`src/rtl/pchp_pkg.sv`:
```
`default_nettype none

package pchp_pkg;
  localparam int          ADDR_W         = 11;
  localparam int          CCR_W          = 8;
  localparam logic [10:0] CCR_ADDR       = 11'h3F8;
  localparam logic [7:0]  CCR_RESET      = 8'h00;
  localparam int          CCR_INDEP_BIT  = 6;
  localparam int          IO_WIN_BITS    = 5;
  localparam logic [1:0]  ID_SEL         = 2'h3;
  localparam int          ID_SEL_LO      = 3;
  localparam int          CLK_PERIOD_NS  = 100;
  localparam int          WAIT_MIN_NS    = 300;
  localparam int          WAIT_MIN_CYC   =
    (WAIT_MIN_NS + CLK_PERIOD_NS - 1) / CLK_PERIOD_NS;
  localparam int          CNT_W          = 4;

  typedef enum logic [2:0] {
    PCHP_IDLE = 3'b001,
    PCHP_BUSY = 3'b010,
    PCHP_DONE = 3'b100
  } pchp_wait_st_t;
endpackage

`default_nettype wire

```
`src/rtl/pchp_stretch.sv`:
```
`default_nettype none

// minimum-length counter for a stretched access
module pchp_stretch #(
  parameter int MIN_CYC = pchp_pkg::WAIT_MIN_CYC,
  parameter int CNT_W   = pchp_pkg::CNT_W
) (
  input  wire logic clk,
  input  wire logic rst,
  input  wire logic start,
  input  wire logic abort,
  output var  logic done
);
  logic [CNT_W-1:0] cnt_r;
  logic [CNT_W-1:0] cnt_nxt;
  logic             run_r;
  logic             run_nxt;
  logic             done_r;
  logic             done_nxt;

  if (MIN_CYC < 1 || MIN_CYC >= (1 << CNT_W)) begin : g_chk
    $error("pchp_stretch: MIN_CYC does not fit the counter");
  end

  always_comb begin
    cnt_nxt  = cnt_r;
    run_nxt  = run_r;
    done_nxt = done_r;
    if (abort) begin
      run_nxt  = 1'b0;
      done_nxt = 1'b0;
    end else if (start) begin
      cnt_nxt  = CNT_W'(MIN_CYC - 1);
      run_nxt  = 1'b1;
      done_nxt = 1'b0;
    end else if (run_r) begin
      if (cnt_r == '0) begin
        run_nxt  = 1'b0;
        done_nxt = 1'b1;
      end else begin
        cnt_nxt = cnt_r - CNT_W'(1);
      end
    end
  end

  always_ff @(posedge clk) begin
    if (rst) begin
      cnt_r  <= '0;
      run_r  <= 1'b0;
      done_r <= 1'b0;
    end else begin
      cnt_r  <= cnt_nxt;
      run_r  <= run_nxt;
      done_r <= done_nxt;
    end
  end

  assign done = done_r;
endmodule // pchp_stretch

`default_nettype wire

```
`src/rtl/pchp_host_port.sv`:
```
`default_nettype none

module pchp_host_port #(
  parameter int IO_WIN_BITS  = pchp_pkg::IO_WIN_BITS,
  parameter int WAIT_MIN_CYC = pchp_pkg::WAIT_MIN_CYC
) (
  input  wire logic                        clk,
  input  wire logic                        rst,
  input  wire logic                        card_hw_reset_a,
  input  wire logic                        card_hw_reset_b,
  input  wire logic                        even_byte_card_enable_n,
  input  wire logic                        odd_byte_card_enable_n,
  input  wire logic                        reg_sel_n,
  input  wire logic                        oe_n,
  input  wire logic                        we_n,
  input  wire logic                        iord_n,
  input  wire logic                        iowr_n,
  input  wire logic [pchp_pkg::ADDR_W-1:0] addr,
  input  wire logic [7:0]                  wdata,
  input  wire logic [pchp_pkg::ADDR_W-1:0] io_base,
  input  wire logic                        core_ready,
  input  wire logic                        core_word_ok,
  input  wire logic                        core_irq,
  output var  logic                        core_reset,
  output var  logic                        io_mode,
  output var  logic [7:0]                  card_config_reg,
  output var  logic                        io_rd_req,
  output var  logic                        io_wr_req,
  output var  logic                        wait_n,
  output var  logic                        inpack_n,
  output var  logic                        iois16_n,
  output var  logic                        ireq_n,
  output var  logic                        boot_rom_chip_select_n,
  output var  logic                        boot_rom_read_strobe_n,
  output var  logic                        boot_rom_upper_addr
);
  if (IO_WIN_BITS < pchp_pkg::ID_SEL_LO + 2 ||
      IO_WIN_BITS > pchp_pkg::ADDR_W - 1) begin : g_chk
    $error("pchp_host_port: IO_WIN_BITS out of range");
  end

  // port window compare, called once for hit, which feeds several decoders
  function automatic logic port_hit(
    input logic [pchp_pkg::ADDR_W-1:0] a,
    input logic [pchp_pkg::ADDR_W-1:0] base
  );
    port_hit = (a >> IO_WIN_BITS) == (base >> IO_WIN_BITS);
  endfunction

  logic hw_rst;
  logic ce_any;
  logic hit;
  logic indep;
  logic io_rd;
  logic io_wr;
  logic io_acc;
  logic ccr_wr;
  logic id_rd;
  logic cis_rd;
  logic rom_wr;
  logic stretch_done;

  assign hw_rst = rst | card_hw_reset_a | card_hw_reset_b;
  assign ce_any = ~even_byte_card_enable_n | ~odd_byte_card_enable_n;
  assign hit    = port_hit(addr, io_base);

  // mode and configuration
  logic       io_mode_r;
  logic       io_mode_nxt;
  logic [7:0] ccr_r;
  logic [7:0] ccr_nxt;
  logic       core_reset_r;

  assign ccr_wr = ce_any & ~reg_sel_n & ~we_n & iowr_n
                & (addr == pchp_pkg::CCR_ADDR);
  assign indep  = ccr_r[pchp_pkg::CCR_INDEP_BIT];

  always_comb begin
    ccr_nxt     = ccr_r;
    io_mode_nxt = io_mode_r;
    if (ccr_wr) begin
      ccr_nxt     = wdata;
      io_mode_nxt = 1'b1;
    end
  end

  always_ff @(posedge clk) begin
    if (hw_rst) begin
      ccr_r        <= pchp_pkg::CCR_RESET;
      io_mode_r    <= 1'b0;
      core_reset_r <= 1'b1;
    end else begin
      ccr_r        <= ccr_nxt;
      io_mode_r    <= io_mode_nxt;
      core_reset_r <= 1'b0;
    end
  end

  // I/O decode, dead until configured
  assign io_rd  = io_mode_r & ce_any & ~reg_sel_n & ~iord_n;
  assign io_wr  = io_mode_r & ce_any & ~reg_sel_n & ~iowr_n & we_n;
  assign io_acc = (io_rd | io_wr) & (hit | indep);

  // wait stretch
  pchp_pkg::pchp_wait_st_t st_r;
  pchp_pkg::pchp_wait_st_t st_nxt;
  logic wait_n_r;
  logic wait_n_nxt;
  logic rd_req_r;
  logic rd_req_nxt;
  logic wr_req_r;
  logic wr_req_nxt;

  pchp_stretch #(
    .MIN_CYC (WAIT_MIN_CYC),
    .CNT_W   (pchp_pkg::CNT_W)
  ) u_stretch (
    .clk   (clk),
    .rst   (hw_rst),
    .start (st_r == pchp_pkg::PCHP_IDLE && io_acc),
    .abort (!io_acc),
    .done  (stretch_done)
  );

  always_comb begin
    st_nxt     = st_r;
    wait_n_nxt = 1'b1;
    rd_req_nxt = 1'b0;
    wr_req_nxt = 1'b0;
    case (st_r)
      pchp_pkg::PCHP_IDLE: begin
        if (io_acc) begin
          st_nxt     = pchp_pkg::PCHP_BUSY;
          wait_n_nxt = 1'b0;
          rd_req_nxt = io_rd;
          wr_req_nxt = io_wr;
        end
      end
      pchp_pkg::PCHP_BUSY: begin
        if (!io_acc) begin
          st_nxt = pchp_pkg::PCHP_IDLE;
        end else if (stretch_done && core_ready) begin
          st_nxt = pchp_pkg::PCHP_DONE;
        end else begin
          wait_n_nxt = 1'b0;
        end
      end
      pchp_pkg::PCHP_DONE: begin
        if (!io_acc) begin
          st_nxt = pchp_pkg::PCHP_IDLE;
        end
      end
      default: begin
        st_nxt = pchp_pkg::PCHP_IDLE;
      end
    endcase
  end

  always_ff @(posedge clk) begin
    if (hw_rst) begin
      st_r     <= pchp_pkg::PCHP_IDLE;
      wait_n_r <= 1'b1;
      rd_req_r <= 1'b0;
      wr_req_r <= 1'b0;
    end else begin
      st_r     <= st_nxt;
      wait_n_r <= wait_n_nxt;
      rd_req_r <= rd_req_nxt;
      wr_req_r <= wr_req_nxt;
    end
  end

  // response pins
  logic inpack_n_r;
  logic inpack_n_nxt;
  logic iois16_n_r;
  logic iois16_n_nxt;
  logic ireq_n_r;
  logic ireq_n_nxt;

  always_comb begin
    inpack_n_nxt = ~(io_rd & (hit | indep));
    iois16_n_nxt = 1'b1;
    ireq_n_nxt   = 1'b1;
    if (io_mode_r) begin
      iois16_n_nxt = ~(hit & core_word_ok);
      ireq_n_nxt   = ~core_irq;
    end
  end

  always_ff @(posedge clk) begin
    if (hw_rst) begin
      inpack_n_r <= 1'b1;
      iois16_n_r <= 1'b1;
      ireq_n_r   <= 1'b1;
    end else begin
      inpack_n_r <= inpack_n_nxt;
      iois16_n_r <= iois16_n_nxt;
      ireq_n_r   <= ireq_n_nxt;
    end
  end

  // boot ROM strobes
  logic rom_cs_n_r;
  logic rom_cs_n_nxt;
  logic rom_rd_n_r;
  logic rom_rd_n_nxt;
  logic rom_hi_r;
  logic rom_hi_nxt;

  assign id_rd  = io_rd & hit & (addr[pchp_pkg::ID_SEL_LO +: 2]
                == pchp_pkg::ID_SEL);
  assign cis_rd = ce_any & ~reg_sel_n & ~oe_n;
  assign rom_wr = ce_any & ~reg_sel_n & ~we_n & ~iowr_n;

  always_comb begin
    rom_cs_n_nxt = ~(id_rd | cis_rd | rom_wr);
    rom_rd_n_nxt = ~(id_rd | cis_rd);
    rom_hi_nxt   = id_rd;
  end

  always_ff @(posedge clk) begin
    if (hw_rst) begin
      rom_cs_n_r <= 1'b1;
      rom_rd_n_r <= 1'b1;
      rom_hi_r   <= 1'b0;
    end else begin
      rom_cs_n_r <= rom_cs_n_nxt;
      rom_rd_n_r <= rom_rd_n_nxt;
      rom_hi_r   <= rom_hi_nxt;
    end
  end

  assign core_reset             = core_reset_r;
  assign io_mode                = io_mode_r;
  assign card_config_reg        = ccr_r;
  assign io_rd_req              = rd_req_r;
  assign io_wr_req              = wr_req_r;
  assign wait_n                 = wait_n_r;
  assign inpack_n               = inpack_n_r;
  assign iois16_n               = iois16_n_r;
  assign ireq_n                 = ireq_n_r;
  assign boot_rom_chip_select_n = rom_cs_n_r;
  assign boot_rom_read_strobe_n = rom_rd_n_r;
  assign boot_rom_upper_addr    = rom_hi_r;

  a_reset_clears_cfg: assert property (@(posedge clk)
    (card_hw_reset_a || rst) |=> (ccr_r == 8'h00 && !io_mode_r
                                  && core_reset_r))
    else $error("reset did not clear configuration");

  a_reset_b_ored: assert property (@(posedge clk)
    card_hw_reset_b |=> (!io_mode_r && core_reset_r && wait_n_r))
    else $error("second reset not acting as full reset");

  a_io_ignored: assert property (@(posedge clk) disable iff (hw_rst)
    (!io_mode_r && !ccr_wr) |=> (inpack_n_r && !rd_req_r && !wr_req_r))
    else $error("I/O strobe answered before configuration");

  a_wait_stretch: assert property (@(posedge clk) disable iff (hw_rst)
    (st_r == pchp_pkg::PCHP_IDLE && io_acc) ##1 (io_acc && !core_ready)
    [*2] |-> !wait_n_r)
    else $error("wait released before core ready");

  a_inpack_hit: assert property (@(posedge clk) disable iff (hw_rst)
    (io_mode_r && ce_any && !reg_sel_n && !iord_n && hit)
    |=> !inpack_n_r)
    else $error("input ack missing on own port read");

  a_inpack_indep: assert property (@(posedge clk) disable iff (hw_rst)
    (io_mode_r && indep && ce_any && !reg_sel_n && !iord_n)
    |=> !inpack_n_r)
    else $error("input ack missing in independent mode");

  a_width_word: assert property (@(posedge clk) disable iff (hw_rst)
    io_mode_r |=> (iois16_n_r == !($past(hit) && $past(core_word_ok))))
    else $error("16-bit indication wrong");

  a_mem_pins_high: assert property (@(posedge clk) disable iff (hw_rst)
    !io_mode_r |=> (iois16_n_r && ireq_n_r))
    else $error("memory mode pins not high");

  a_irq_follow: assert property (@(posedge clk) disable iff (hw_rst)
    io_mode_r |=> (ireq_n_r == !$past(core_irq)))
    else $error("interrupt pin does not follow request");

  a_rom_id_read: assert property (@(posedge clk) disable iff (hw_rst)
    id_rd |=> (!rom_cs_n_r && !rom_rd_n_r && rom_hi_r))
    else $error("ROM strobes wrong on ID read");

  a_mode_sticky: assert property (@(posedge clk)
    (io_mode_r && !hw_rst) |=> io_mode_r)
    else $error("I/O mode dropped without reset");
endmodule // pchp_host_port

`default_nettype wire

```
`config.mk`:
```
export PLATFORM = sky130hd
export DESIGN_NAME = pchp_host_port
export DESIGN_NICKNAME = d
export VERILOG_FILES = /design/src/rtl/pchp_pkg.sv /design/src/rtl/pchp_stretch.sv /design/src/rtl/pchp_host_port.sv
export SDC_FILE = /design/constraint.sdc
export NUM_CORES = 1
export LEC_CHECK = 0
export ABC_AREA = 1
export BUFFER_PORTS_ARGS = -buffer_cell sky130_fd_sc_hd__buf_2
export CAP_MARGIN = 20
export CORE_MARGIN = 1.5
export CORE_UTILIZATION = 45
export CTS_CLUSTER_SIZE = 30
export DETAILED_ROUTE_END_ITERATION = 10
export PLACE_DENSITY = 0.85
export SYNTH_ARGS = -nofsm -noshare
export SYNTH_HDL_FRONTEND = slang
export SYNTH_SLANG_ARGS = --single-unit
```
`constraint.sdc`:
```
create_clock -name clk -period 1.9 [get_ports clk]
set_clock_uncertainty 0.2 [all_clocks]
set_input_delay 0.19 -clock clk [delete_from_list [all_inputs] [get_ports clk]]
set_output_delay 0.19 -clock clk [all_outputs]
set_load 0.02 [all_outputs]
```
Word level (Yosys, flattened, before mapping)
Cells that the tools add are included.

Equal/unequal tests: 10. Multiplexer cells: 16. Reductions and logical operators: 11. $add $sub $neg: 1. Bitwise operators: 38.

Operators by type and width (number): $and 1x1->1 (16); $not 1->1 (15); $mux 3 (4); $mux 4 (3); $eq 11x10->1 const B (1); $pmux 3 s3 (1); $mux 1 (7); $or 1x1->1 (7); $eq 6x6->1 (1); $reduce_and 3->1 (2); $reduce_or 3->1 (2); $logic_not 4->1 (1); $ne 2x2->1 const B (2); $reduce_or 2->1 (2); $sub 4x1->4 const B (1); $eq 3x1->1 const B (1); $eq 3x2->1 const B (1); $eq 3x3->1 const B (1); $ne 3x3->1 const B (1); $eq 2x2->1 const B (1); $logic_and 1x1->1 (2); $ne 2x1->1 const B (1); $pmux 1 s2 (1); $reduce_and 2->1 (1); $reduce_bool 2->1 (1).

Input port bits: 44. Word-level logic and storage cells: 92. Output and inout bits: 19. Register bits after elaboration: 28.

Logic depth before layout (Yosys ltp)
Gate-level depths: netlist of the first run.

Word-level depth: 11. Gate-level depth with buffers: 11. Mapped depth without buffers: 11.

Hierarchy
Synthesis of the first run repeated with hierarchy kept, for this count alone.

Cell total of the unflattened synthesis: 195. Area, all modules: 1395.1 um^2.

By module, submodules not included: pchp_host_port (area an instance 1034.7 um^2, cells each 139, instances 1); pchp_stretch (area an instance 360.3 um^2, cells each 56, instances 1).

Worst setup path after synthesis of the first run
OpenSTA, ideal clock, no wires.

Path kind: flip-flop to flip-flop. From: register io_mode_r, in the netlist io_mode. To: register u_stretch.cnt_r[0]. Stages on the path, launching flop included: 7. Setup slack: 377 ps. Arrival time: 1209 ps. Data required time: 1586 ps. Setup time: 114 ps. Path buffers: 0. Path through: dfxtp_1 > nand2_2 > a21oi_4 > a21boi_4 > nand2_4 > a21oi_1 > nor2_1.

Longest elaborated chain between the ends: 9.

Ends and longest elaborated chain: from (decl) (RTL line pchp_host_port.sv:68) `logic io_mode_r;`; from (signal assigned) (RTL line pchp_host_port.sv:94) `io_mode_r <= io_mode_nxt;`; $and 1x1->1 * (2 in a row) (RTL line pchp_host_port.sv:100, pchp_host_port.sv:101); $and 1x1->1 (2 in a row) (RTL line pchp_host_port.sv:101) `assign io_wr = io_mode_r & ce_any & ~reg_sel_n & ~iowr_n & we_n;`; $or 1x1->1 * (RTL line pchp_host_port.sv:102) `assign io_acc = (io_rd | io_wr) & (hit | indep);`; $and 1x1->1 * (RTL line pchp_host_port.sv:102); $logic_and 1x1->1 (RTL line pchp_host_port.sv:120) `.start (st_r == pchp_pkg::PCHP_IDLE && io_acc),`; $ne 2x1->1 (no source line) / $reduce_bool 2->1 (equally long branches); $reduce_and 3->1 (no source line); to (signal assigned) (RTL line pchp_stretch.sv:52) `cnt_r <= cnt_nxt;`; to (decl) (RTL line pchp_stretch.sv:14) `logic [CNT_W-1:0] cnt_r;`.

Every way passes the cells marked *; elsewhere a longest branch is shown, timed or not. A chain may end at the register's enable or synchronous reset.

Final worst setup path of the first run
From: input port reg_sel_n. To: register ccr_r[0], in the netlist card_config_reg[0].

Longest elaborated chain between the ends: 5.

Ends and longest elaborated chain: from (decl) (RTL line pchp_host_port.sv:13) `input wire logic reg_sel_n,`; $not 1->1 (RTL line pchp_host_port.sv:74) `assign ccr_wr = ce_any & ~reg_sel_n & ~we_n & iowr_n`; $and 1x1->1 (3 in a row) (RTL line pchp_host_port.sv:74); $and 1x1->1 (RTL line pchp_host_port.sv:75) `& (addr == pchp_pkg::CCR_ADDR);`; to (signal assigned) (RTL line pchp_host_port.sv:89) `ccr_r <= pchp_pkg::CCR_RESET;`; to (signal assigned) (RTL line pchp_host_port.sv:93) `ccr_r <= ccr_nxt;`; to (decl) (RTL line pchp_host_port.sv:70) `logic [7:0] ccr_r;`.

Every way passes these cells.

==> results of run 1 <==
[through the flow]
stage               utilization  instances  instance area (sq um)  hold WS [ns]
CTS                       0.666        295                   1840       0.00441
finish                    0.662        294                   1830       -0.0224
global route              0.662        294                   1830        0.0173
detailed placement        0.592        274                   1630         0.165
floorplan                     -        187                   1310        0.0588
global placement          0.592        274                   1630         0.163
[final timing paths]
kind | startpoint | to | slack [ns]
setup / recovery | reg_sel_n | card_config_reg[0]$_SDFFE_PP0P_ | 0.12
hold / removal | iowr_n | boot_rom_chip_select_n$_SDFF_PP1_ | -0.02
setup reg to reg | u_stretch.cnt_r[0]$_SDFFE_PP0P_ | u_stretch.cnt_r[2]$_SDFFE_PP0P_ | 0.31
hold reg to reg | card_config_reg[7]$_SDFFE_PP0P_ | card_config_reg[7]$_SDFFE_PP0P_ | 0.29
[final cells by class]
| type | count | area, sq um |
|---|---|---|
| flip-flops and latches | 28 | 561 |
| repair buffers | 75 | 463 |
| fillers | 246 | 932 |
| multi-input cells | 124 | 617 |
| well taps | 31 | 38.8 |
| inverters | 33 | 124 |
| clock buffers | 3 | 22.5 |
[worst min-delay path, delay by kind of cell]
| family | cells | cell delay [ns] |
|---|---|---|
| buffers and inverters | 2 | 0.13 |
| AND/OR/NAND/NOR | 3 | 0.15 |
[routing by layer]
metal	share of wire	vias up
met5	0	-
met4	0.022	0
met3	0.054	8
met2	0.51	50
met1	0.41	592
li1	-	729
[power by group through the flow]
stage               combinational, mW  sequential (mW)  clock [mW]
global route                    0.141            0.589       0.260
detailed placement             0.0978            0.602           0
floorplan                      0.0432            0.604           0
CTS                             0.125            0.589       0.234
finish                          0.127            0.589       0.230
global placement               0.0964            0.602           0
[placed cells by master (no fill, tap or decap), types with 2 or more instances in the layout]
master,n
a21oi_1,5
buf_2,57
clkbuf_4,3
dfxtp_1,28
dlygate4sd3_1,17
ha_1,2
inv_1,30
inv_2,3
nand2_1,44
nand2_2,3
nand3_1,6
nand4_1,3
nor2_1,29
nor2_2,4
nor3_1,5
nor3_2,2
o21ai_0,3
o21ai_1,8
[kinds of logic (layout without fill, tap and decap cells)]
| logic type | Yosys count | after routing | share of synthesized area |
|---|---|---|---|
| AO/OA/AOI/OAI | 21 | 21 | 0.106 |
| adder cells (fa/ha/maj) | 2 | 2 | 0.0191 |
| buffers and inverters | 35 | 111 | 0.103 |
| flip-flops | 28 | 28 | 0.427 |
| AND/OR/NAND/NOR | 101 | 101 | 0.345 |
[timing repair]
action	4_1_cts	5_1_grt
hold endpoints to repair	15	0
gates resized for setup	0	0
hold buffers	18	0
endpoints found under the setup margin	0	1
==> flow_summary.ini, run 1 <==
[die]
placement_rows = 19
core_area_sq_um = 2760
initial_utilization = 0.476
height_of_the_die_um = 57.0
io_pins = 63
fp.dieW_um = 57.0
die_area_sq_um = 3250

[yosys]
postSynth.asyncResetShare = 0
mapped_nets = 233
synthDominantCellAreaShare = 0.427
ys_seq_area_frac = 0.427
ys.warnings.count = 0
yosysMostFrequentCell = nand2_1
netlist_cell_types = 27
edff_count_synth = 0
yosysTopAreaCell = dfxtp_1
ys_seq_elements = 28
synth_ff_type = dfxtp_1
netlist_instances = 187
average_cell_area_after_synthesis_sq_um = 7.02
yosys-top-cells-area = dfxtp_1 43%, nand2_1 13%, inv_1 8.6%, nor2_1 8.3%, o21ai_1 3.1%
synth.cell_area_sq_um = 1310
yosys-top-cells-count = 44 x nand2_1, 30 x inv_1, 29 x nor2_1, 28 x dfxtp_1, 8 x o21ai_1

[setup_path]
timing.setup.critical_path_class = primary input to flop
reg2regPathDepth = 8
critical_path.cell_chain = dlygate4sd3_1 > buf_2 > a21oi_2 > inv_1 > nor2_1 > nand2_1 > inv_2 > nor2_1 > nor2_1
critical_path_peak_fanout = 11
start_kind = primary input
cp.buffers_inverters = 4
critPathTopFamily = buffers and inverters
timing.critical_path.depth = 9
critical_path.endpoint_type = flop
crit_path_frequent_cell = nor2_1
critical-path-slowest-cell = dlygate4sd3_1
crit_arrival_ns = 1.84
required_ns = 1.96
critical_path.max_stage_delay_ns = 0.54

[sta]
post-route-worst-setup-slack_ns = 0.121
fin_hold_ws_ns = -0.0224
timing_worst_slew_pin_value_ns = 0.428
final.min_clock_period_ns = 1.78
setup_tns_ns = 0
drv_slew = 0
unrepaired_setup_endpoints_after_global_routing = no
fmaxAchievable_mhz = 562
timing.final.setup_violations = 0
hold_violations = 1
timing.max_slew.rel_slack = 0.713
min_period_over_period = 0.936

[cells_and_area]
share_of_layout_cells_above_drive_strength_1 = 0.297
num-nets-final = 311
num_antenna_cells = 0
largest_register_ffs = 8
area_growth_syn_to_layout_pct = 39.1

[routing]
drt_pass1_iterations = 4
ant_nets = 0
vias = 1379
routed_wirelength_normalized_by_instance_count_um = 10.6
route.detailed.drc = 0
wire_length_after_detailed_routing_um = 3120
initialDrtViolationCount = 29
vias_per_cell = 4.69

[clock_tree]
cts_buffers = 3
clkLatencyLatePin_ns = 0.32
number_of_levels_the_h_tree_was_split_into = 1
clock_tree_from_tritoncts = yes
clock_sinks = 28
clkSlewWorstSetupHoldPaths_ns = 0.13
root_buffer = clkbuf_4
postCtsSetupRepairBufs = 0
deepest_clock_path_buffer_count = 2

[placement]
finalWeightedCongestion = 0.840
port-buffer-count = 57
placement.setup.worst_slack_ns = 0.310
dp.final_hpwl_um = 2180

[grt]
gr-total-overflow = 0
grt.busiest_layer = met2
maximum_number_of_pins_on_one_net_before_global_route_repair = 15
global_route_wire_length_before_repair_um = 5330
number_of_global_route_vias_before_repair = 1371
grtUsageMet1 = 0.215
grtUsageMet3 = 0.0476
antenna_violations_before_repair = 0
global_route.usage.total = 0.206
groute.layer.met2.usage = 0.406

[status]
outcome = finished with violations
violations = negative hold slack

[power_and_ir_drop]
switching_power_uw = 215
vdd_ir_drop_max_mv = 0.554
standby_leakage_power_nw = 0.864
intPower_uw = 731
pwr-share-clk = 0.243
power.share.sequential = 0.623
pwr_density_cell_nw_per_um2 = 518
post-layout-total-power_uw = 946
power_switching_share = 0.227
comb_power_share = 0.134

[job]
timing.max_cap.violations = 0

[hold_path]
min_path_cells = 5
worst_hold_path_type = primary input to flop
Power figures use the tool's default switching activity.
==> run 2: changes to the inputs <==
--- a/config.mk
+++ b/config.mk
@@ -16,3 +16,4 @@
 export SYNTH_ARGS = -nofsm -noshare
 export SYNTH_HDL_FRONTEND = slang
 export SYNTH_SLANG_ARGS = --single-unit
+export TNS_END_PERCENT = 30
==> constraint.sdc (replaced) <==
create_clock -name clk -period 1.9 [get_ports clk]
set_clock_uncertainty 0.2 [all_clocks]
set_input_delay 0.19 -clock clk [delete_from_list [all_inputs] [get_ports clk]]
set_output_delay 0.19 -clock clk [all_outputs]
set_load 0.1 [all_outputs]
==> flow_summary.ini, run 2 (synthesis gave the netlist of run 1 again) <==
[routing]
ant_nets = 0
drt_pass1_iterations = 4
wire_length_after_detailed_routing_um = 3140
route.detailed.drc = 0
initialDrtViolationCount = 29
vias = 1417
routed_wirelength_normalized_by_instance_count_um = 10.5
vias_per_cell = 4.74

[sta]
timing_worst_slew_pin_value_ns = 0.492
fin_hold_ws_ns = 0.0271
final.min_clock_period_ns = 1.84
fmaxAchievable_mhz = 542
timing.final.setup_violations = 0
drv_slew = 0
setup_tns_ns = 0
min_period_over_period = 0.971
unrepaired_setup_endpoints_after_global_routing = no
timing.max_slew.rel_slack = 0.674
hold_violations = 0

[placement]
finalWeightedCongestion = 0.848
place.detailed.instances = 274
port-buffer-count = 57
dp.final_hpwl_um = 2170

[grt]
number_of_global_route_vias_before_repair = 1255
gr-total-overflow = 0
maximum_number_of_pins_on_one_net_before_global_route_repair = 17
antenna_violations_before_repair = 0
global_route.usage.total = 0.197
global_route_wire_length_before_repair_um = 5010

[job]
timing.max_cap.violations = 0

[cells_and_area]
share_of_layout_cells_above_drive_strength_1 = 0.306
post_layout_utilization_of_the_core = 0.689
commonest_cells_after_routing_fill_and_taps_aside = 57 x buf_2, 44 x nand2_1, 30 x inv_1
largest_register_ffs = 8
area_growth_syn_to_layout_pct = 44.8
final-instance-count-excl-fill = 299
layout_commonest_cell = buf_2
num_antenna_cells = 0
num-nets-final = 315

[clock_tree]
root_buffer = clkbuf_4
cts_buffers = 3
clkLatencyLatePin_ns = 0.33
clock_sinks = 28
deepest_clock_path_buffer_count = 2
clock_tree_from_tritoncts = yes
number_of_levels_the_h_tree_was_split_into = 1
clkSlewWorstSetupHoldPaths_ns = 0.15

[die]
io_pins = 63
initial_utilization = 0.476
height_of_the_die_um = 57.0
placement_rows = 19
fp.dieW_um = 57.0
core_area_sq_um = 2760
die_area_sq_um = 3250

[power_and_ir_drop]
pwr_density_cell_nw_per_um2 = 587
vdd_ir_drop_max_mv = 0.487
standby_leakage_power_nw = 0.891
post-layout-total-power_mw = 1.12

[setup_path]
worstReg2RegStart = u_stretch.cnt_r[0]$_SDFFE_PP0P_
reg2regPathDepth = 8
setup.worst_path.start = reg_sel_n
timing.setup.critical_path_class = primary input to flop
crit_arrival_ns = 1.88
start_kind = primary input
endpoint = boot_rom_chip_select_n$_SDFF_PP1_
r2r_slack_ns = 0.29
critical_path_peak_fanout = 2
critical_path.endpoint_type = flop
required_ns = 1.93
r2r-end = u_stretch.cnt_r[2]$_SDFFE_PP0P_

[status]
outcome = complete, no violations

[hold_path]
worst_hold_path_type = primary input to flop
==> run 2: changes by cell type in the layout (fill, tap and decap cells not counted) <==
cell           before  now
bufinv_16           0    1
dfxtp_1            28   26
dfxtp_2             0    2
dlygate4sd3_1      17   21
nor2_1             29   28
nor2_2              4    5
==> run 2: worst min-delay path by stage <==
stage	start	to	slack, ns	cells past startpoint
finish	card_hw_reset_b	st_r[1]$_SDFFE_PP0P_	0.03	4
floorplan	core_irq	ireq_n$_SDFF_PP1_	0.06	1
global route	card_hw_reset_b	st_r[1]$_SDFFE_PP0P_	0.03	4
detailed placement	core_irq	ireq_n$_SDFF_PP1_	0.17	2
global placement	core_irq	ireq_n$_SDFF_PP1_	0.16	2
CTS	iowr_n	io_wr_req$_SDFF_PP0_	0.004	4
==> run 2: layout make-up <==
cell class	instances	area (sq um)
fill	221	857
multi-input combinational	124	619
sequential	28	563
timing repair buffer	79	503
inverter	33	124
tap	31	38.8
clock inverter	1	30.0
clock buffer	3	22.5
==> run 2: critical path, cell delays in order <==
cell	delay (ns)
dlygate4sd3_1	0.53
buf_2	0.13
a21oi_2	0.13
inv_1	0.08
nor2_2	0.09
nand2_1	0.05
dlygate4sd3_1	0.55
nand2_1	0.08
nand2_1	0.04
==> run 2: metal layers <==
layer	wire length (um)	global-route usage
met2	1610	0.361
met4	36	0.0731
met5	0	0
met3	151	0.0295
met1	1350	0.230
==> run 2: where the power goes <==
part / internal (mW) / switching, mW
Clock: 0.213 / 0.170
Combinational: 0.0726 / 0.0704
Sequential: 0.589 / 0.000240
==> run 2: through the flow <==
stage / area, sq um / worst slack, ns
2_1_floorplan: 1320 / 0.119
3_3_place_gp: 1640 / 0.327
3_5_place_dp: 1640 / 0.293
4_1_cts: 1890 / 0.0395
5_1_grt: 1900 / 0.00190
6_report: 1900 / 0.0552
==> run 2: what timing repair did <==
| action | in CTS | in global routing |
|---|---|---|
| buffers inserted | 0 | 0 |
| resized for setup | 0 | 1 |
| setup endpoints to repair | 0 | 1 |
| hold buffers | 20 | 1 |
| endpoints found under the hold margin | 17 | 1 |
